===== src/adc_ctrl_pkg.sv =====
package adc_ctrl_pkg;
	// =====================================================
	// clock and timing
	localparam int unsigned SYS_CLK_HZ = 25_000_000;
	localparam int unsigned ISCK_FREQ_HZ = 19_200;
	// half period rounds down, so the internal clock never runs slow
	localparam int unsigned ISCK_HALF_CYCLES = SYS_CLK_HZ / (2 * ISCK_FREQ_HZ);
	// longest external oscillator phase is 200 us; twice that means no clock
	localparam int unsigned FSEL_SILENCE_US = 400;
	localparam int unsigned FSEL_SILENCE_CYCLES = (SYS_CLK_HZ / 1_000_000) * FSEL_SILENCE_US;
	// =====================================================
	// conversion and filter
	localparam int unsigned RESULT_BITS = 24;
	localparam int unsigned FILTER_NULL_DIV = 2560;
	localparam int unsigned NULL_F0_HIGH_HZ = 50;
	localparam int unsigned NULL_F0_LOW_HZ = 60;
	// =====================================================
	// synchronised pin vector layout and reset levels
	localparam int unsigned PIN_CS = 0;
	localparam int unsigned PIN_SCK = 1;
	localparam int unsigned PIN_FSEL = 2;
	localparam logic [2:0] PIN_RESET = 3'h3;
	typedef enum logic [2:0] {
		ST_CONV = 3'h1,
		ST_SLEEP = 3'h2,
		ST_DOUT = 3'h4
	} phase_type;
endpackage


===== src/serial_clk_if.sv =====
`timescale 1ns/1ps
interface serial_clk_if;
	logic run;
	logic rise;
	logic fall;
	logic level;
	modport gen (input run, output rise, output fall, output level);
	modport ctrl (output run, input rise, input fall, input level);
endinterface


===== src/sck_gen.sv =====
`timescale 1ns/1ps
module sck_gen import adc_ctrl_pkg::*; #(
	parameter int unsigned HALF = ISCK_HALF_CYCLES
) (
	// clock, reset, enable
	input wire logic i_sys_clk,
	input wire logic i_rst_n,
	input wire logic i_ce,
	// internal serial clock
	serial_clk_if.gen sif
);
	localparam int unsigned CW = $clog2(HALF + 1);
	localparam logic [CW-1:0] LAST = CW'(HALF - 1);
	generate
		if (HALF < 1) begin : g_bad_half
			$error("sck_gen: HALF must be at least 1");
		end
	endgenerate
	logic [CW-1:0] cnt_q, cnt_d;
	logic level_q, level_d, rise_q, rise_d, fall_q, fall_d;
	// =====================================================
	// divider: idles high so the first edge after select is a fall
	always_comb begin
		cnt_d = cnt_q;
		level_d = level_q;
		rise_d = 1'b0;
		fall_d = 1'b0;
		if (!sif.run) begin
			cnt_d = '0;
			level_d = 1'b1;
		end else if (cnt_q == LAST) begin
			cnt_d = '0;
			level_d = ~level_q;
			fall_d = level_q;
			rise_d = ~level_q;
		end else begin
			cnt_d = cnt_q + CW'(1);
		end
	end
	always_ff @(posedge i_sys_clk) begin
		if (!i_rst_n) begin
			cnt_q <= '0;
			level_q <= 1'b1;
			rise_q <= 1'b0;
			fall_q <= 1'b0;
		end else if (i_ce) begin
			cnt_q <= cnt_d;
			level_q <= level_d;
			rise_q <= rise_d;
			fall_q <= fall_d;
		end
	end
	assign sif.level = level_q;
	assign sif.rise = rise_q;
	assign sif.fall = fall_q;
endmodule


===== src/adc_serial_readout_ctrl.sv =====
`timescale 1ns/1ps
// Functional notes
// - chip select low enables the data output driver and wakes from sleep.
// - after each conversion enter sleep and stay while chip select is high.
// - chip select rising during shifting aborts it and starts a conversion.
// - data output is high impedance while chip select is high.
// - during conversion and sleep the data output shows conversion status.
// - during data output the result bits appear one after another.
// - internal mode drives the serial clock pin; external mode only reads it.
// - internal serial clock mode enables a weak pull-up on the clock pin.
// - clock mode sampled from clock pin at chip select fall; at power-up the high reset level picks internal.
// - frequency select high means internal oscillator with 50 Hz null.
// - frequency select low means internal oscillator with 60 Hz null.
// - a toggling frequency select is the system clock, null at f/2560.
// - output ends after 24 bits or chip select high after the first clock rise, then conversion starts.
// - output bit changes on clock fall; host samples on clock rise.
// - chip select high before first clock rise returns to sleep, result kept.
module adc_serial_readout_ctrl import adc_ctrl_pkg::*; #(
	parameter int unsigned RESULT_W = RESULT_BITS,
	parameter int unsigned FSEL_SILENCE = FSEL_SILENCE_CYCLES,
	parameter int unsigned ISCK_HALF = ISCK_HALF_CYCLES
) (
	// clock, reset, enable
	input wire logic i_sys_clk,
	input wire logic i_rst_n,
	input wire logic i_ce,
	// serial pins
	input wire logic i_cs_n,
	input wire logic i_sck,
	output logic o_sck,
	output logic o_sck_oe,
	output logic o_sck_pullup,
	output logic o_sdo,
	output logic o_sdo_oe,
	// frequency control pin
	input wire logic i_freq_select_input,
	// converter core
	input wire logic i_conv_done,
	input wire logic [RESULT_W-1:0] i_conv_result,
	output logic o_conv_start,
	output logic o_sleep,
	output logic o_ext_sysclk,
	output logic o_sysclk_tick,
	output logic o_null_60hz
);
	localparam int unsigned BW = $clog2(RESULT_W + 1);
	localparam int unsigned SW = $clog2(FSEL_SILENCE + 1);
	localparam logic [BW-1:0] BIT_LAST = BW'(RESULT_W - 1);
	localparam logic [SW-1:0] SIL_LAST = SW'(FSEL_SILENCE - 1);
	generate
		if (RESULT_W < 2 || FSEL_SILENCE < 2) begin : g_bad_param
			$error("adc_serial_readout_ctrl: RESULT_W and FSEL_SILENCE must be 2 or more");
		end
	endgenerate

	// =====================================================
	// pin synchronisers: change counts once stages two and three agree
	logic [2:0] pin_raw, s1_q, s2_q, s3_q, lvl_q, lvl_d;
	assign pin_raw = {i_freq_select_input, i_sck, i_cs_n};
	always_comb begin
		lvl_d = lvl_q;
		for (int i = 0; i < 3; i++) begin
			if (s2_q[i] == s3_q[i]) begin
				lvl_d[i] = s3_q[i];
			end
		end
	end
	always_ff @(posedge i_sys_clk) begin
		if (!i_rst_n) begin
			s1_q <= PIN_RESET;
			s2_q <= PIN_RESET;
			s3_q <= PIN_RESET;
			lvl_q <= PIN_RESET;
		end else if (i_ce) begin
			s1_q <= pin_raw;
			s2_q <= s1_q;
			s3_q <= s2_q;
			lvl_q <= lvl_d;
		end
	end

	function automatic logic rose(input logic old_v, input logic new_v);
		rose = !old_v && new_v;
	endfunction

	// =====================================================
	// internal serial clock
	serial_clk_if sif ();
	sck_gen #(.HALF(ISCK_HALF)) u_sck_gen (
		.i_sys_clk(i_sys_clk),
		.i_rst_n(i_rst_n),
		.i_ce(i_ce),
		.sif(sif)
	);

	// =====================================================
	// control state
	phase_type phase_q, phase_d;
	logic [RESULT_W-1:0] shift_q, shift_d;
	logic [BW-1:0] bits_q, bits_d;
	logic [SW-1:0] sil_q, sil_d;
	logic init_q, started_q, started_d, int_mode_q, int_mode_d, ext_q, ext_d;
	logic start_d, sdo_d, sdo_oe_d, sleep_d, sck_oe_d, tick_d, null60_d;
	logic cs_rise, cs_fall, sck_rise, sck_fall, fsel_edge;

	always_comb begin
		cs_rise = rose(lvl_q[PIN_CS], lvl_d[PIN_CS]);
		cs_fall = rose(lvl_d[PIN_CS], lvl_q[PIN_CS]);
		fsel_edge = lvl_q[PIN_FSEL] ^ lvl_d[PIN_FSEL];
		sck_rise = int_mode_q ? sif.rise : rose(lvl_q[PIN_SCK], lvl_d[PIN_SCK]);
		sck_fall = int_mode_q ? sif.fall : rose(lvl_d[PIN_SCK], lvl_q[PIN_SCK]);
		sif.run = (phase_q == ST_DOUT) && !lvl_q[PIN_CS] && int_mode_q;
		phase_d = phase_q;
		shift_d = shift_q;
		bits_d = bits_q;
		started_d = started_q;
		start_d = !init_q;
		int_mode_d = int_mode_q;
		if (!init_q || cs_fall) begin
			// pin high (pulled up or left floating) selects the internal clock
			int_mode_d = lvl_q[PIN_SCK];
		end
		// a toggling frequency pin is taken as the external system clock
		sil_d = sil_q;
		ext_d = ext_q;
		if (fsel_edge) begin
			sil_d = '0;
			ext_d = 1'b1;
		end else if (sil_q == SIL_LAST) begin
			ext_d = 1'b0;
		end else begin
			sil_d = sil_q + SW'(1);
		end
		tick_d = ext_q && rose(lvl_q[PIN_FSEL], lvl_d[PIN_FSEL]);
		null60_d = !ext_d && !lvl_d[PIN_FSEL];
		case (phase_q)
			ST_CONV: begin
				if (i_conv_done) begin
					shift_d = i_conv_result;
					phase_d = ST_SLEEP;
				end
			end
			ST_SLEEP: begin
				if (!lvl_q[PIN_CS]) begin
					phase_d = ST_DOUT;
					started_d = 1'b0;
					bits_d = '0;
				end
			end
			ST_DOUT: begin
				if (cs_rise) begin
					if (started_q) begin
						phase_d = ST_CONV;
						start_d = 1'b1;
					end else begin
						phase_d = ST_SLEEP;
					end
				end else begin
					if (sck_fall && started_q) begin
						shift_d = {shift_q[RESULT_W-2:0], 1'b0};
					end
					if (sck_rise) begin
						started_d = 1'b1;
						bits_d = bits_q + BW'(1);
						if (bits_q == BIT_LAST) begin
							phase_d = ST_CONV;
							start_d = 1'b1;
						end
					end
				end
			end
			default: begin
				phase_d = ST_CONV;
				start_d = 1'b1;
			end
		endcase
		sdo_d = (phase_d == ST_DOUT) ? shift_d[RESULT_W-1] : (phase_d == ST_CONV);
		sdo_oe_d = !lvl_d[PIN_CS];
		sleep_d = (phase_d == ST_SLEEP) && lvl_d[PIN_CS];
		sck_oe_d = int_mode_d && (phase_d == ST_DOUT) && !lvl_d[PIN_CS];
	end

	always_ff @(posedge i_sys_clk) begin
		if (!i_rst_n) begin
			phase_q <= ST_CONV;
			shift_q <= '0;
			bits_q <= '0;
			sil_q <= '0;
			init_q <= 1'b0;
			started_q <= 1'b0;
			int_mode_q <= 1'b1;
			ext_q <= 1'b0;
			o_conv_start <= 1'b0;
			o_sdo <= 1'b1;
			o_sdo_oe <= 1'b0;
			o_sleep <= 1'b0;
			o_sck_oe <= 1'b0;
			o_sck_pullup <= 1'b1;
			o_ext_sysclk <= 1'b0;
			o_sysclk_tick <= 1'b0;
			o_null_60hz <= 1'b0;
		end else if (i_ce) begin
			phase_q <= phase_d;
			shift_q <= shift_d;
			bits_q <= bits_d;
			sil_q <= sil_d;
			init_q <= 1'b1;
			started_q <= started_d;
			int_mode_q <= int_mode_d;
			ext_q <= ext_d;
			o_conv_start <= start_d;
			o_sdo <= sdo_d;
			o_sdo_oe <= sdo_oe_d;
			o_sleep <= sleep_d;
			o_sck_oe <= sck_oe_d;
			o_sck_pullup <= int_mode_d;
			o_ext_sysclk <= ext_d;
			o_sysclk_tick <= tick_d;
			o_null_60hz <= null60_d;
		end
	end

	// level flop inside the divider; high while idle
	assign o_sck = sif.level;
endmodule


===== config.mk =====
export PLATFORM = sky130hd
export DESIGN_NAME = adc_serial_readout_ctrl
export DESIGN_NICKNAME = d
export VERILOG_FILES = /design/src/adc_ctrl_pkg.sv /design/src/serial_clk_if.sv /design/src/sck_gen.sv /design/src/adc_serial_readout_ctrl.sv
export SDC_FILE = /design/constraint.sdc
export NUM_CORES = 1
export LEC_CHECK = 0
export BUFFER_PORTS_ARGS = -buffer_cell sky130_fd_sc_hd__clkbuf_2
export CAP_MARGIN = 20
export CORE_UTILIZATION = 25
export DETAILED_ROUTE_END_ITERATION = 12
export PLACE_DENSITY_LB_ADDON = 0.25
export SYNTH_ARGS = -nofsm -noshare
export SYNTH_HDL_FRONTEND = slang
export SYNTH_SLANG_ARGS = --single-unit

===== constraint.sdc =====
create_clock -name i_sys_clk -period 3.1 [get_ports i_sys_clk]
set_clock_uncertainty 0.05 [all_clocks]
set_input_delay 0.31 -clock i_sys_clk [delete_from_list [all_inputs] [get_ports i_sys_clk]]
set_output_delay 0.31 -clock i_sys_clk [all_outputs]
set_load 0.01 [all_outputs]

After elaboration in Yosys (flattened, before gate mapping):

Cells that the tools add are included.

* bits of input ports: 31
* bits in latches: 0
* ROM bits: 0
* bits in registers: 82
* memories kept: 0
* logic and storage cells: 120
* output and inout port bits: 10
* memory bits (writable): 0

* $lt $le $gt $ge: 0
* multipliers: 0
* shift-type cells: 0
* bitwise operators: 2
* reductions and logical operators: 29
* add/subtract/negate cells: 3
* equal/unequal tests: 19
* div/mod/pow operators: 0
* muxes and demuxes: 43

Operator list (number)
* 2-to-1 mux 24 bit: 3
* case mux 24 bit (2 select lines): 1
* 2-to-1 mux 14 bit: 2
* 2-to-1 mux 1 bit: 22
* 2-to-1 mux 10 bit: 2
* 2-to-1 mux 3 bit: 5
* 2-to-1 mux 5 bit: 3
* adder 14 x 1 -> 14 bit (second input constant): 1
* == test 14 bit (second input constant): 1
* logical AND 1 bit: 13
* != test 2 bit (second input constant): 6
* adder 10 x 1 -> 10 bit (second input constant): 1
* == test 10 bit (second input constant): 1
* case mux 5 bit (2 select lines): 1
* AND reduction 5 bit: 2
* case mux 3 bit (3 select lines): 1
* zero test 1 bit: 8
* == test 3 x 1 -> 1 bit (second input constant): 2
* == test 3 x 2 -> 1 bit (second input constant): 2
* == test 3 bit (second input constant): 2
* adder 5 x 1 -> 5 bit (second input constant): 1
* == test 5 bit (second input constant): 1
* case mux 1 bit (2 select lines): 2
* AND reduction 2 bit: 2
* 8 further kinds: 11

Logic depth before layout (Yosys ltp):

* depth in word-level cells: 10
* gate-level depth with buffers: 8
* depth with buffers taken out: 7

Modules after synthesis:

From an unflattened synthesis, not the netlist that was laid out.

* cells, all modules: 432
* area total of the unflattened synthesis: 4113.9 µm²

By module, submodules not included
* adc_serial_readout_ctrl: sequential area each 1381.3 µm², area an instance 3415.8 µm², cells an instance 357, times used 1
* sck_gen: sequential area each 260.2 µm², area an instance 698.2 µm², cells an instance 75, times used 1

Worst setup path after synthesis:

Ideal clock, no wire load.

* path kind: reg-to-reg
* start point: reg s2_q[2]
* end point: reg sil_q[13]
* cell stages (with the launch flop): 9
* path slack: 681 ps
* setup time: 128 ps
* data required time: 2922 ps
* clock period less this slack: 2419 ps
* arrival time: 2242 ps
* path buffers: 1
* path through: dfxtp_1 maj3_1 ha_1 or4bb_1 o41ai_4 buf_6 nor3_1 xnor2_1 nor2_1

* word-level cells in the longest chain between the ends: 5
* elaborated cells between the ends (all ways): 6
* those cells by class: 2 x eq/ne; 2 x mux; 1 x bitwise; 1 x reduce/logical

Ends and longest elaborated chain
* start: declaration: line adc_serial_readout_ctrl.sv:58 `logic [2:0] pin_raw, s1_q, s2_q, s3_q, lvl_q, lvl_d;`
* start signal: assignment: line adc_serial_readout_ctrl.sv:76 `s2_q <= s1_q;`
* == test 1 bit *: line adc_serial_readout_ctrl.sv:63 `if (s2_q[i] == s3_q[i]) begin`
* 2-to-1 mux 1 bit *: line adc_serial_readout_ctrl.sv:63
* net lvl_d[2]: line adc_serial_readout_ctrl.sv:58
* XOR 1 bit *: line adc_serial_readout_ctrl.sv:109 `fsel_edge = lvl_q[PIN_FSEL] ^ lvl_d[PIN_FSEL];`
* != test 2 bit (no line)
* AND reduction 2 bit (no line)
* end signal: assignment: line adc_serial_readout_ctrl.sv:206 `sil_q <= sil_d;`
* end: declaration: line adc_serial_readout_ctrl.sv:101 `logic [SW-1:0] sil_q, sil_d;`

The timed path passes the listed nets; every way through them passes the cells marked *.
A chain may end at the register's enable or synchronous reset.

Worst setup path in the final report:

* start point: reg s2_q[2]
* end point: reg sil_q[11]

Same word-level chain as after synthesis.

==> results.ini <==
[sta]
setup_violations=0
fmax_mhz=387
hold_viol=0
finalMaxSlewViolations=0
final.setup.tns_ps=0
slew_headroom=0.494
rsz0062_at_grt=false
setup_slack_ps=514
fin_crit_ps=2590
worst_hold_slack_ps=137
finalCritPeriodShare=0.834
worst_slew_pin_slew_ps=759

[place]
gp_congestion=0.744
dp_cells=640
dp_slack_ps=517
dpl_cell_area_mm2=0.00419
dp_hpwl_um=5990
port_buffers=40

[worst_setup_path]
worst-path-max-fanout=11
rr_startpoint=s2_q[2]$_SDFFE_PN0P_
worstPathCellList=maj3_1 -> ha_1 -> or4bb_1 -> o41ai_4 -> buf_4 -> nor3_1 -> xnor2_1 -> nor2_1
critPathRequiredTime_ps=3280
setup.worst_path.end_class=register
r2r_cells=8
crit_path_end=sil_q[11]$_SDFFE_PN0P_
crit_slowest_cell=or4bb_1
slowest_delay_ps=480
rrSetupSlack_ps=510
start_kind=register
worstSetupPathType=reg -> reg
worstPathArrival_ps=2770
cp-startpoint=s2_q[2]$_SDFFE_PN0P_
reg2reg_to=sil_q[11]$_SDFFE_PN0P_

[finish]
antenna_cells=0
regArea_mm2=0.00164
final_nets=503
multi_input_area_mm2=0.00200
layout-drive-gt1-share=0.165
area_growth_pct=18.3
stdcell_count=656
final_area_mm2=0.00450
nFillCells=1548
utilization=0.306

[grt]
antenna_found_initial=0
grt_use_met2=0.180
grt_pass1_wl_um=15200
grt_max_degree=41
grt_pass1_vias=3145
use_met1=0.155
grt_use_met3=0.0535
grt_overflow_total=0
busiest_layer=met2
grt_usage=0.121

[synth]
syn_avg_cell_area_um2=8.79
yosysTopAreaCell=dfxtp_1
seq_area_frac_synth=0.431
synth_top_area_share=0.431
ys_seq_elements=82
syn_nets=469
yosys_warnings=0
synthTopCellsByArea=dfxtp_1, o21ai_0, nor2_1
synth-edff-count=0
yosysMostFrequentCell=dfxtp_1
ys_top_cells_by_count=dfxtp_1, nor2_1, o21ai_0, nand2_1, a221oi_1
synth-main-ff-cell=dfxtp_1
synth_cells=433
ys_types=62
synthArstFlopShare=0
synthesis.area_mm2=0.00381

[cts]
clock_sinks=82
path_clk_slew_ps=60
postCtsSetupBuffers=0
holdBufCountCts=0
cts_root_buffer=clkbuf_16
cts_buffer_depth=2
clkLatencyLatePin_ps=340
cts_tree=done
cts.htree.levels=3
cts_resized=0
cts-buffers-inserted=9

[die]
die_width_um=125
die_h_um=125
core_area_mm2=0.0147
die-area_mm2=0.0157
rows=44
ios=41
start_util=0.259

[drt]
drc=2
drt_pass1_iterations=8
vias=3204
wl_per_cell_um=13.4
viasPerCell=4.88
ant_nets=0
wl_um=8800
dr.first_iter.drc_count=184

[outcome]
status=complete, but fails checks
violations=design-rule violations

[power]
leakage_nw=1.80
power_mw=2.42
vdd.ir_drop.worst_v=0.000310
p_per_area_mw_per_mm2=536

[hold_path]
holdCritPathClass=in -> reg

[job]
drv_cap=0

-- where the power goes --
part	total (mW)	switching (mW)	internal, mW
Clock	1.11	0.417	0.688
Combinational	0.187	0.107	0.0795
Sequential	1.12	0.0305	1.09
Total	2.42	0.555	1.86
-- area by class of cell --
| type | instances | share of cell area |
|---|---|---|
| clock buffer | 12 | 0.0592 |
| clock inverter | 4 | 0.0108 |
| inverter | 10 | 0.00834 |
| multi-input combinational | 313 | 0.443 |
| sequential | 82 | 0.365 |
| tap | 184 | 0.0511 |
| timing repair buffer | 51 | 0.0628 |
-- worst min path at each step --
stage	slack (ps)	from	to	depth (start not counted)
after floorplan	380	bits_q[4]$_SDFFE_PN0P_	bits_q[4]$_SDFFE_PN0P_	1
after global placement	400	bits_q[4]$_SDFFE_PN0P_	bits_q[4]$_SDFFE_PN0P_	1
after detailed placement	400	bits_q[4]$_SDFFE_PN0P_	bits_q[4]$_SDFFE_PN0P_	1
after CTS	120	i_sck	s1_q[1]$_SDFFE_PN1P_	3
after global routing	150	i_cs_n	s1_q[0]$_SDFFE_PN1P_	3
final	140	i_sck	s1_q[1]$_SDFFE_PN1P_	3
-- flip-flops by register name (all words and copies together), names as in the netlist, 3 cells and up --
register / cells
s2_q: 3
s3_q: 3
s1_q: 3
lvl_q: 3
bits_q: 5
u_sck_gen.cnt_q: 10
shift_q: 24
phase_q: 3
sil_q: 14
-- routing by layer --
layer	share of wire	vias up
li1	-	1628
met1	0.49	1519
met2	0.44	52
met3	0.059	5
met4	0.010	0
met5	0	-
-- critical path, delay by kind of cell (launching register included) --
family	cells	cell delay [ps]
flip-flops	1	320
adder cells (fa/ha/maj)	2	790
buffers and inverters	1	240
AO/OA/AOI/OAI	1	330
XOR/XNOR	1	130
AND/OR/NAND/NOR	3	610
-- layout by cell type, fill, tap and decap left out, types with 3 or more instances in the layout --
cell / count
clkbuf_2: 40
nor2b_1: 8
clkbuf_8: 3
and3_1: 8
clkbuf_16: 9
nand4_1: 5
and2_1: 5
nand3_1: 12
o21a_1: 4
dfxtp_1: 82
nand2b_1: 6
nor3_1: 6
o21ai_0: 46
nand2_1: 29
a221oi_1: 22
a21oi_1: 11
ha_1: 5
o211ai_1: 4
xnor2_1: 14
mux2i_1: 12
buf_4: 11
o22ai_1: 3
inv_1: 9
xor2_1: 6
nor2_1: 57
a31oi_1: 3
-- cell families after synthesis --
group	count (synthesis)	synth area share
AOI/OAI and AO/OA	118	0.217
xor gates and xnor gates	20	0.0460
adders and majority gates	7	0.0217
buffers and inverters	38	0.0444
DFF	82	0.431
muxes	12	0.0316
and+or+nand+nor	156	0.208
Power figures use the tool's default switching activity.
